--- config.mk ---
export PLATFORM = sky130hd
export DESIGN_NAME = pulse_shaper_top
export DESIGN_NICKNAME = d
export VERILOG_FILES = /design/src/shaper_pkg.sv /design/src/sample_mem_if.sv /design/src/pulse_shaper_top.sv /design/src/template_rom.sv /design/src/waveform_ram.sv
export SDC_FILE = /design/constraint.sdc
export NUM_CORES = 1
export LEC_CHECK = 0
export ABC_CLOCK_PERIOD_IN_PS = 11400
export BUFFER_PORTS_ARGS = -buffer_cell sky130_fd_sc_hd__clkbuf_2
export CAP_MARGIN = 20
export CORE_MARGIN = 3
export CORE_UTILIZATION = 25
export DETAILED_ROUTE_END_ITERATION = 10
export HOLD_SLACK_MARGIN = 0.12
export PLACE_DENSITY = 0.46
export SYNTH_ARGS = -nofsm -noshare
export SYNTH_HDL_FRONTEND = slang
export SYNTH_SLANG_ARGS = --single-unit
--- constraint.sdc ---
create_clock -name CLK -period 11.4 [get_ports CLK]
set_input_delay 1.14 -clock CLK [delete_from_list [all_inputs] [get_ports CLK]]
set_output_delay 1.14 -clock CLK [all_outputs]
set_load 0.01 [all_outputs]
--- src/shaper_pkg.sv ---
package shaper_pkg;

  localparam int SAMPLE_W = 7;
  localparam int MAG_W    = 6;
  localparam int RAM_AW   = 6;

  // Register offsets.
  localparam logic [7:0] OFS_SHAPE    = 8'h00;
  localparam logic [7:0] OFS_SCALE    = 8'h01;
  localparam logic [7:0] OFS_ACCESS   = 8'h02;
  localparam logic [7:0] OFS_DATA     = 8'h03;
  localparam logic [7:0] OFS_REFCLASS = 8'h04;
  localparam logic [7:0] OFS_STATUS   = 8'h05;
  localparam logic [7:0] OFS_STDSCALE = 8'h06;

  // Field positions.
  localparam int ACC_UI_LSB   = 0;
  localparam int ACC_SUB_LSB  = 2;
  localparam int ACC_DIR_BIT  = 6;
  localparam int ACC_TRIG_BIT = 7;

  // Reset values.
  localparam logic [3:0] RST_SHAPE    = 4'h0;
  localparam logic [5:0] RST_SCALE    = 6'h21;
  localparam logic       RST_REFCLASS = 1'h0;

  // Reference scaling values and step sizes in percent.
  localparam logic [5:0] STD_SCALE_E1 = 6'h21;
  localparam logic [5:0] STD_SCALE_T1 = 6'h36;
  localparam logic [3:0] STEP_PCT_E1  = 4'h3;
  localparam logic [3:0] STEP_PCT_T1  = 4'h2;
  localparam logic [5:0] MAG_MAX      = 6'h3F;

  // Pulse-shape codes.
  localparam logic [3:0] SHAPE_E1_75  = 4'h0;
  localparam logic [3:0] SHAPE_E1_120 = 4'h1;
  localparam logic [3:0] SHAPE_T1_G1  = 4'h2;
  localparam logic [3:0] SHAPE_T1_G2  = 4'h3;
  localparam logic [3:0] SHAPE_T1_G3  = 4'h4;
  localparam logic [3:0] SHAPE_T1_G4  = 4'h5;
  localparam logic [3:0] SHAPE_T1_G5  = 4'h6;
  localparam logic [3:0] SHAPE_LBO_1  = 4'h9;
  localparam logic [3:0] SHAPE_LBO_2  = 4'hA;
  localparam logic [3:0] SHAPE_LBO_3  = 4'hB;
  localparam logic [1:0] SHAPE_PROG   = 2'h3;

  typedef enum logic [1:0] {MODE_PRESET, MODE_LBO, MODE_PROG, MODE_RESERVED} mode_t;
  typedef enum logic [2:0] {TMPL_E1_75, TMPL_E1_120, TMPL_T1_G1, TMPL_T1_G2,
                            TMPL_T1_G3, TMPL_T1_G4, TMPL_T1_G5, TMPL_NONE} tmpl_t;
  typedef enum logic [1:0] {ACC_IDLE, ACC_RUN, ACC_FINISH} access_state_t;

  // Classifies a pulse-shape code into its way of shaping.
  function automatic mode_t shape_mode(input logic [3:0] code);
    if (code[3:2] == SHAPE_PROG) begin
      return MODE_PROG;
    end
    case (code)
      SHAPE_E1_75, SHAPE_E1_120, SHAPE_T1_G1, SHAPE_T1_G2,
      SHAPE_T1_G3, SHAPE_T1_G4, SHAPE_T1_G5: return MODE_PRESET;
      SHAPE_LBO_1, SHAPE_LBO_2, SHAPE_LBO_3: return MODE_LBO;
      default: return MODE_RESERVED;
    endcase
  endfunction : shape_mode

  // Picks the ROM template for a preset or attenuated code.
  function automatic tmpl_t shape_template(input logic [3:0] code);
    case (code)
      SHAPE_E1_75:  return TMPL_E1_75;
      SHAPE_E1_120: return TMPL_E1_120;
      SHAPE_T1_G1, SHAPE_LBO_1, SHAPE_LBO_2, SHAPE_LBO_3: return TMPL_T1_G1;
      SHAPE_T1_G2:  return TMPL_T1_G2;
      SHAPE_T1_G3:  return TMPL_T1_G3;
      SHAPE_T1_G4:  return TMPL_T1_G4;
      SHAPE_T1_G5:  return TMPL_T1_G5;
      default:      return TMPL_NONE;
    endcase
  endfunction : shape_template

  // Attenuation grade for the build-out filter, 0 for none.
  function automatic logic [1:0] lbo_grade(input logic [3:0] code);
    case (code)
      SHAPE_LBO_1: return 2'h1;
      SHAPE_LBO_2: return 2'h2;
      SHAPE_LBO_3: return 2'h3;
      default:     return 2'h0;
    endcase
  endfunction : lbo_grade

endpackage : shaper_pkg

--- src/sample_mem_if.sv ---
`timescale 1ns/1ps
`default_nettype none
// Ties the controller to its sample RAM and template ROM.
interface sample_mem_if;
  import shaper_pkg::*;
  logic [RAM_AW-1:0]   acc_addr;
  logic                acc_we;
  logic [SAMPLE_W-1:0] acc_wdata;
  logic [SAMPLE_W-1:0] acc_rdata;
  logic [RAM_AW-1:0]   play_addr;
  logic [SAMPLE_W-1:0] play_ram;
  tmpl_t               tmpl;
  logic [SAMPLE_W-1:0] play_rom;
  modport ctrl (output acc_addr, acc_we, acc_wdata, play_addr, tmpl,
                input  acc_rdata, play_ram, play_rom);
  modport ram  (input  acc_addr, acc_we, acc_wdata, play_addr,
                output acc_rdata, play_ram);
  modport rom  (input  play_addr, tmpl, output play_rom);
endinterface : sample_mem_if
`default_nettype wire

--- src/pulse_shaper_top.sv ---
`timescale 1ns/1ps
`default_nettype none
module pulse_shaper_top (
  // Clock and reset.
  input  wire logic       CLK,
  input  wire logic       SRST,
  // Register port.
  input  wire logic [7:0] ADDR,
  input  wire logic [7:0] WDATA,
  input  wire logic       WR,
  input  wire logic       RD,
  output logic      [7:0] RDATA,
  // Pulse requests from the encoder.
  input  wire logic       PULSE_START,
  input  wire logic       PULSE_NEG,
  input  wire logic       SUBPHASE_TICK,
  // Shaped samples toward the line driver.
  output logic [shaper_pkg::SAMPLE_W-1:0] LINE_SAMPLE,
  output logic            LINE_ACTIVE,
  output logic      [1:0] LBO_GRADE
);
  import shaper_pkg::*;

  sample_mem_if mem ();

  logic [3:0]          pulse_shape_select;
  logic [5:0]          amplitude_scale;
  logic                ref_t1;
  logic [1:0]          unit_interval_index;
  logic [3:0]          sub_phase_index;
  logic                read_dir;
  logic                trigger;
  logic [SAMPLE_W-1:0] sample_amplitude_value;
  access_state_t       acc_state;
  access_state_t       next_acc_state;
  logic                active;
  logic                neg;
  logic [RAM_AW-1:0]   pos;
  mode_t               mode;
  logic [5:0]          std_scale;
  logic [3:0]          step_pct;
  logic [SAMPLE_W-1:0] raw;
  logic [MAG_W-1:0]    mag;
  logic [SAMPLE_W-1:0] next_line;
  logic                wr_shape;
  logic                wr_scale;
  logic                wr_access;
  logic                wr_data;
  logic                wr_ref;

  waveform_ram u_ram (
    .clk (CLK),
    .mem (mem.ram)
  );

  template_rom u_rom (
    .mem (mem.rom)
  );

  // Register write decode.
  assign wr_shape  = WR && (ADDR == OFS_SHAPE);
  assign wr_scale  = WR && (ADDR == OFS_SCALE);
  assign wr_access = WR && (ADDR == OFS_ACCESS);
  assign wr_data   = WR && (ADDR == OFS_DATA);
  assign wr_ref    = WR && (ADDR == OFS_REFCLASS);

  // Shape code, scale and reference class.
  always_ff @(posedge CLK) begin
    if (SRST) begin
      pulse_shape_select <= RST_SHAPE;
      amplitude_scale    <= RST_SCALE;
      ref_t1             <= RST_REFCLASS;
    end else begin
      if (wr_shape) begin
        pulse_shape_select <= WDATA[3:0];
      end
      if (wr_scale) begin
        amplitude_scale <= WDATA[5:0];
      end
      if (wr_ref) begin
        ref_t1 <= WDATA[0];
      end
    end
  end

  // Sample address and transfer direction.
  always_ff @(posedge CLK) begin
    if (SRST) begin
      unit_interval_index <= 2'h0;
      sub_phase_index     <= 4'h0;
      read_dir            <= 1'h0;
    end else if (wr_access) begin
      unit_interval_index <= WDATA[ACC_UI_LSB +: 2];
      sub_phase_index     <= WDATA[ACC_SUB_LSB +: 4];
      read_dir            <= WDATA[ACC_DIR_BIT];
    end
  end

  // Trigger: a new request in the completing cycle is kept.
  always_ff @(posedge CLK) begin
    if (SRST) begin
      trigger <= 1'h0;
    end else if (wr_access && WDATA[ACC_TRIG_BIT]) begin
      trigger <= 1'h1;
    end else if (acc_state == ACC_FINISH) begin
      trigger <= 1'h0;
    end
  end

  // Access sequencer: RAM cycle, then completion.
  always_comb begin
    next_acc_state = acc_state;
    case (acc_state)
      ACC_IDLE:   if (trigger) next_acc_state = ACC_RUN;
      ACC_RUN:    next_acc_state = ACC_FINISH;
      ACC_FINISH: next_acc_state = ACC_IDLE;
      default:    next_acc_state = ACC_IDLE;
    endcase
  end

  // Sequencer state register.
  always_ff @(posedge CLK) begin
    if (SRST) begin
      acc_state <= ACC_IDLE;
    end else begin
      acc_state <= next_acc_state;
    end
  end

  // RAM software port driven from the access fields.
  assign mem.acc_addr  = {unit_interval_index, sub_phase_index};
  assign mem.acc_we    = (acc_state == ACC_RUN) && !read_dir;
  assign mem.acc_wdata = sample_amplitude_value;

  // Sample data: software writes, or RAM contents after a read.
  always_ff @(posedge CLK) begin
    if (SRST) begin
      sample_amplitude_value <= 7'h00;
    end else if (wr_data) begin
      sample_amplitude_value <= WDATA[SAMPLE_W-1:0];
    end else if (acc_state == ACC_FINISH && read_dir) begin
      sample_amplitude_value <= mem.acc_rdata;
    end
  end

  // Pulse playback position over four intervals of sixteen steps.
  always_ff @(posedge CLK) begin
    if (SRST) begin
      active <= 1'h0;
      neg    <= 1'h0;
      pos    <= 6'h00;
    end else if (PULSE_START) begin
      active <= 1'h1;
      neg    <= PULSE_NEG;
      pos    <= 6'h00;
    end else if (active && SUBPHASE_TICK) begin
      if (pos == 6'h3F) begin
        active <= 1'h0;
      end
      pos <= pos + 6'h01;
    end
  end

  // Shape decode and the reference used for scaling.
  assign mode          = shape_mode(pulse_shape_select);
  assign mem.tmpl      = shape_template(pulse_shape_select);
  assign mem.play_addr = pos;
  assign std_scale     = ref_t1 ? STD_SCALE_T1 : STD_SCALE_E1;
  assign step_pct      = ref_t1 ? STEP_PCT_T1 : STEP_PCT_E1;

  // Source select and amplitude scaling of programmed samples.
  always_comb begin
    logic signed [7:0]  scale_diff;
    logic signed [11:0] factor;
    logic [13:0]        prod;
    logic [13:0]        quot;
    scale_diff = $signed({2'h0, amplitude_scale}) - $signed({2'h0, std_scale});
    factor     = 12'sh064 + (12'(scale_diff) * $signed({8'h00, step_pct}));
    raw        = 7'h00;
    case (mode)
      MODE_PROG:                raw = mem.play_ram;
      MODE_PRESET, MODE_LBO:    raw = mem.play_rom;
      default:                  raw = 7'h00;
    endcase
    prod = 14'(raw[MAG_W-1:0]) * (factor[11] ? 14'h0000 : 14'(factor[7:0]));
    quot = prod / 14'h0064;
    if (mode != MODE_PROG) begin
      mag = raw[MAG_W-1:0];
    end else if (quot > 14'(MAG_MAX)) begin
      mag = MAG_MAX;
    end else begin
      mag = quot[MAG_W-1:0];
    end
    if (!active || mag == 6'h00) begin
      next_line = 7'h00;
    end else begin
      next_line = {raw[SAMPLE_W-1] ^ neg, mag};
    end
  end

  // Line outputs.
  always_ff @(posedge CLK) begin
    if (SRST) begin
      LINE_SAMPLE <= 7'h00;
      LINE_ACTIVE <= 1'h0;
      LBO_GRADE   <= 2'h0;
    end else begin
      LINE_SAMPLE <= next_line;
      LINE_ACTIVE <= active;
      LBO_GRADE   <= lbo_grade(pulse_shape_select);
    end
  end

  // Read data stands only in the cycle after the read strobe.
  always_ff @(posedge CLK) begin
    if (SRST || !RD) begin
      RDATA <= 8'h00;
    end else begin
      case (ADDR)
        OFS_SHAPE:    RDATA <= {4'h0, pulse_shape_select};
        OFS_SCALE:    RDATA <= {2'h0, amplitude_scale};
        OFS_ACCESS:   RDATA <= {trigger, read_dir, sub_phase_index, unit_interval_index};
        OFS_DATA:     RDATA <= {1'h0, sample_amplitude_value};
        OFS_REFCLASS: RDATA <= {7'h00, ref_t1};
        OFS_STATUS:   RDATA <= {4'h0, trigger, active, mode};
        OFS_STDSCALE: RDATA <= {2'h0, std_scale};
        default:      RDATA <= 8'h00;
      endcase
    end
  end

endmodule : pulse_shaper_top
`default_nettype wire

--- src/template_rom.sv ---
`timescale 1ns/1ps
`default_nettype none
module template_rom (
  // ROM side of the sample interface.
  sample_mem_if.rom mem
);
  import shaper_pkg::*;

  // First interval of the five T1 cable grades, sub-phase 0 first.
  localparam logic [SAMPLE_W-1:0] T1_FIRST [5][16] = '{
    '{7'h17, 7'h27, 7'h27, 7'h26, 7'h25, 7'h25, 7'h25, 7'h24,
      7'h23, 7'h4A, 7'h4A, 7'h49, 7'h47, 7'h45, 7'h44, 7'h43},
    '{7'h1B, 7'h2C, 7'h2B, 7'h2A, 7'h28, 7'h28, 7'h27, 7'h26,
      7'h25, 7'h50, 7'h4F, 7'h4D, 7'h4A, 7'h48, 7'h46, 7'h44},
    '{7'h1F, 7'h31, 7'h2F, 7'h2C, 7'h2B, 7'h2A, 7'h29, 7'h28,
      7'h25, 7'h57, 7'h53, 7'h50, 7'h4B, 7'h48, 7'h46, 7'h44},
    '{7'h20, 7'h38, 7'h33, 7'h2F, 7'h2E, 7'h2D, 7'h2C, 7'h2A,
      7'h28, 7'h58, 7'h58, 7'h53, 7'h4C, 7'h48, 7'h46, 7'h44},
    '{7'h20, 7'h3F, 7'h38, 7'h33, 7'h2F, 7'h2E, 7'h2D, 7'h2C,
      7'h29, 7'h5F, 7'h5E, 7'h57, 7'h4F, 7'h49, 7'h47, 7'h44}};

  // Second-interval tails of the T1 grades.
  localparam logic [SAMPLE_W-1:0] TAIL_SHORT [3] = '{7'h42, 7'h41, 7'h00};
  localparam logic [SAMPLE_W-1:0] TAIL_LONG  [3] = '{7'h43, 7'h42, 7'h41};

  // E1 pulse levels: one edge sample, then a flat top.
  localparam logic [SAMPLE_W-1:0] E1_75_EDGE  = 7'h0C;
  localparam logic [SAMPLE_W-1:0] E1_75_TOP   = 7'h30;
  localparam logic [SAMPLE_W-1:0] E1_120_EDGE = 7'h0F;
  localparam logic [SAMPLE_W-1:0] E1_120_TOP  = 7'h3C;

  logic [1:0] ui;
  logic [3:0] sub;
  logic [2:0] grade;
  assign ui    = mem.play_addr[5:4];
  assign sub   = mem.play_addr[3:0];
  assign grade = 3'(mem.tmpl) - 3'(TMPL_T1_G1);

  // Looks up the sample of the selected template.
  always_comb begin
    mem.play_rom = 7'h00;
    case (mem.tmpl)
      TMPL_E1_75, TMPL_E1_120: begin
        if (ui == 2'h0 && sub == 4'h3) begin
          mem.play_rom = (mem.tmpl == TMPL_E1_75) ? E1_75_EDGE : E1_120_EDGE;
        end else if (ui == 2'h0 && sub >= 4'h4 && sub <= 4'hB) begin
          mem.play_rom = (mem.tmpl == TMPL_E1_75) ? E1_75_TOP : E1_120_TOP;
        end
      end
      TMPL_T1_G1, TMPL_T1_G2, TMPL_T1_G3, TMPL_T1_G4, TMPL_T1_G5: begin
        if (ui == 2'h0) begin
          mem.play_rom = T1_FIRST[grade][sub];
        end else if (ui == 2'h1 && sub < 4'h3) begin
          mem.play_rom = (grade == 3'h0) ? TAIL_SHORT[sub[1:0]] : TAIL_LONG[sub[1:0]];
        end
      end
      default: mem.play_rom = 7'h00;
    endcase
  end

endmodule : template_rom
`default_nettype wire

--- src/waveform_ram.sv ---
`timescale 1ns/1ps
`default_nettype none
module waveform_ram (
  // Clock.
  input  wire logic   clk,
  // Memory side of the sample interface.
  sample_mem_if.ram   mem
);
  import shaper_pkg::*;

  logic [SAMPLE_W-1:0] store [2**RAM_AW];

  // Software port: write on request, registered read every cycle.
  always_ff @(posedge clk) begin
    if (mem.acc_we) begin
      store[mem.acc_addr] <= mem.acc_wdata;
    end
    mem.acc_rdata <= store[mem.acc_addr];
  end

  // Playback port reads without delay.
  assign mem.play_ram = store[mem.play_addr];

endmodule : waveform_ram
`default_nettype wire
==> out/qor.txt <==
Die Wd = 336 microns
Root buf cell = clkbuf_16
Synth top area cells = edfxtp_1 (49%), mux4_2 (12%), dfxtp_1 (5.3%)
Clock transition at the registers of the reported paths = 0.07 ns
GRT overflow = 0
Fraction of layout cells with a size suffix above 1 = 19.9%
Sw Pwr = 0.823 mW
Startpoint types = flop
First-pass GRT wire length = 133000 microns
Netlist cell types = 104
Worst-Skew Late Latency = 0.64 ns
DP Cell Count = 3400
# clock sinks = 520
Mean post-synth cell area = 13.3 sq um
Initial Utilization = 25.3%
Number of flops mapped to enable cells by yosys = 448
Synth top area share = 49.4%
Min Tclk post-route = 10.80 ns
Static Leak = 10.1 nW
Total CTS buffers = 54
Area Overhead vs Synth = 14.8%
Status = finished clean
WP data arrival = 11.30 ns
Critical path endpoint category = flop
GRT Util Overall = 15.7%
Hold WS = 0.463 ns
Min-delay worst type = reg2reg
Dpl ws = 0.00438 ns
Async SR Flop Fraction = 0%
Fin Setup TNS = 0 ns
Number of H-tree levels = 2
Avg WL per Cell = 25.8 microns
GPL Wtd Cong = 0.854
Vias/cell = 5.49
Pwr dens = 128 nW/um^2
Total Routed Length = 90700 microns
Final worst setup slack = 0.600 ns
Clock power frac = 47.1%
Worst EP required = 11.90 ns
Ports = 41
Slew headroom = 32.2%
Vias in the first global route = 19400
Hold Fails Final Rpt = 0
Worst-margin pin slew = 1.01 ns
PortBufs = 40
Core ar. = 108000 sq um
Vias = 19300
Max clock buf depth = 3
Die height = 336 microns
Final Setup Violations = 0
Syn nets = 2147
# DRC = 0
Sequential-to-total area share from yosys stat = 54.7%
1st-iter DRT viols = 2060
Initial antenna violation count = 1
Sequential Power Share = 51.1%
Gate power share = 1.8%
Final std cells w/o fill = 3508
CTS tree = built
Maximum vdd drop = 0.114 mV
Power, Total = 3.99 mW
Yosys reg bits = 520
Synthesized instance count = 2042
CP max-delay cell = fa_1
Synth warn = 0
Clock Skew = 0.0517 ns
Net Sw Frac = 20.6%
Internal power = 3.17 mW
DR pass1 iterations = 7
Setup CP Type = reg2reg
Final Max Tran Viols = 0
Fmax = 0.0926 GHz
Worst path max stage delay = 0.56 ns
Post-synth top flop = edfxtp_1
Die Area = 113000 sq um
Antenna viol nets, final = 0
Period utilisation layout = 94.7%
Pin count of the biggest net entering global routing = 66
Worst Path Max Fanout = 10
Post-layout net count = 2166
HPWL after detailed placement = 59000 microns
Synth Cell Area = 27300 sq um
Post-synth top area cell = edfxtp_1
Site Rows = 120
Max-cap violations = 0
-- cells in the mapped netlist (7+ instances only) --
cell type,n
and2_1,12
a21oi_1,76
a21o_1,14
o21ai_1,7
a211oi_1,15
o21ai_0,29
buf_1,29
mux2_2,11
nor3_1,16
xor2_1,9
nand3_1,37
nor3b_1,9
o22ai_1,8
nor2b_1,14
xnor2_1,13
mux2i_1,28
fa_1,30
mux4_2,141
o21a_1,7
a221oi_1,47
o211ai_1,16
a22o_1,47
edfxtp_1,448
nor4_1,16
nand4_1,22
a32oi_1,8
nand2b_1,17
clkbuf_1,92
a22oi_1,140
buf_2,10
nor2_1,201
nand2_1,83
and3_1,11
or2_2,13
ha_1,52
nand3b_1,8
a31oi_1,55
dfxtp_1,72
inv_1,56
-- cell type report --
class                           count  area, sq um
Clock inverter                     35          474
Clock buffer                       64         1390
Multi-Input combinational cell   1328        11800
Sequential cell                   520        14900
Fill cell                       10800        76400
Inverter                           58          218
Timing Repair Buffer               99          751
Antenna cell                        1         2.50
Tap cell                         1403         1760
-- flip-flops by register name, indices dropped and copies added, names as in the netlist, 4 cells and up, named ones only --
signal and flops:
LINE_SAMPLE 7, RDATA 8, amplitude_scale 6, mem.acc_wdata 7, mem.play_addr 6, pulse_shape_select 4
sub_phase_index 4, u_ram.mem.acc_rdata 7, u_ram.store 448
-- power groups by stage --
stage / logic, mW / clock network (mW) / registers [mW]
floorplan: 0.0473 / 0 / 2.08
finish: 0.0715 / 1.88 / 2.04
global placement: 0.0697 / 0 / 2.08
detailed placement: 0.0706 / 0 / 2.08
CTS: 0.0708 / 1.91 / 2.04
global route: 0.0772 / 1.99 / 2.04
-- path summary, 6_finish.rpt --
| check | start | endpoint | slack (ns) | depth (start not counted) |
|---|---|---|---|---|
| max | ref_t1 | LINE_SAMPLE[6] | 0.60 | 46 |
| min | acc_state[1] | acc_state[0] | 0.46 | 1 |
| max reg2reg | ref_t1 | LINE_SAMPLE[6] | 0.60 | 46 |
| min reg2reg | acc_state[1] | acc_state[0] | 0.46 | 1 |
-- stage by stage --
step / util [%] / instance area (sq um)
after CTS: 28.9 / 31100
after floorplan: - / 27300
after global routing: 29.1 / 31300
final: 29.1 / 31300
after detailed placement: 27.1 / 29200
after global placement: 27.1 / 29200
-- worst max-delay path, delay by kind of cell (launching register included) --
family | cells | cell delay, ns
AOI/OAI and AO/OA | 18 | 3.46
xor gates and xnor gates | 1 | 0.21
adders and majority gates | 7 | 3.12
buffers and inverters | 7 | 0.72
DFF | 1 | 0.32
and+or+nand+nor | 13 | 2.87
-- routing by layer --
metal  routed length [microns]  track usage (%)  share of wire (%)  up-vias
li1                          -                -                  -     8274
met1                     38800             21.3                 43     9976
met2                     42400             25.4                 47      824
met3                      6900             3.06                7.6      174
met4                      2500             4.27                2.8        2
met5                        13                0              0.014        -
-- cell usage in the layout (no fill, tap or decap), types with 8 or more instances in the layout --
cell type	count
dfxtp_2	8
o22ai_1	8
xor2_1	9
clkbuf_16	54
nand4_1	22
inv_1	56
fa_1	30
nor2b_1	14
nand3_1	36
or2_2	13
nand3b_1	8
a22o_1	47
nor2_1	199
nand2_1	82
a221oi_1	47
mux2i_1	28
a21o_1	13
a31oi_1	55
a211oi_1	12
nor3_1	15
dfxtp_1	62
a21oi_1	75
mux4_2	141
clkbuf_2	40
and2_1	12
o211ai_1	16
xnor2_1	13
edfxtp_1	448
and3_1	10
nor4_1	15
mux2_2	11
bufinv_16	10
nand2b_1	17
clkinv_1	13
buf_4	51
o21ai_0	28
clkbuf_1	10
ha_1	51
a22oi_1	140
-- kinds of logic (layout without fill, tap and decap cells) --
logic type	count (synthesis)	count (layout)	synth area share [%]
flops	520	520	54.7
simple gates	496	496	8.95
fa+ha+maj	83	83	4.63
mux	181	181	13.2
compound gates	546	546	15.1
buf+inv	194	256	2.82
xor+xnor	22	22	0.707
other cells	0	1	0
-- what timing repair did --
action                                 4_1_cts  5_1_grt
endpoints found under the hold margin        0        0
buffers inserted                             0        8
gates resized for setup                      0       25
setup endpoints to repair                    0        4
hold buffers                                 0        0
Power figures use the tool's default switching activity.
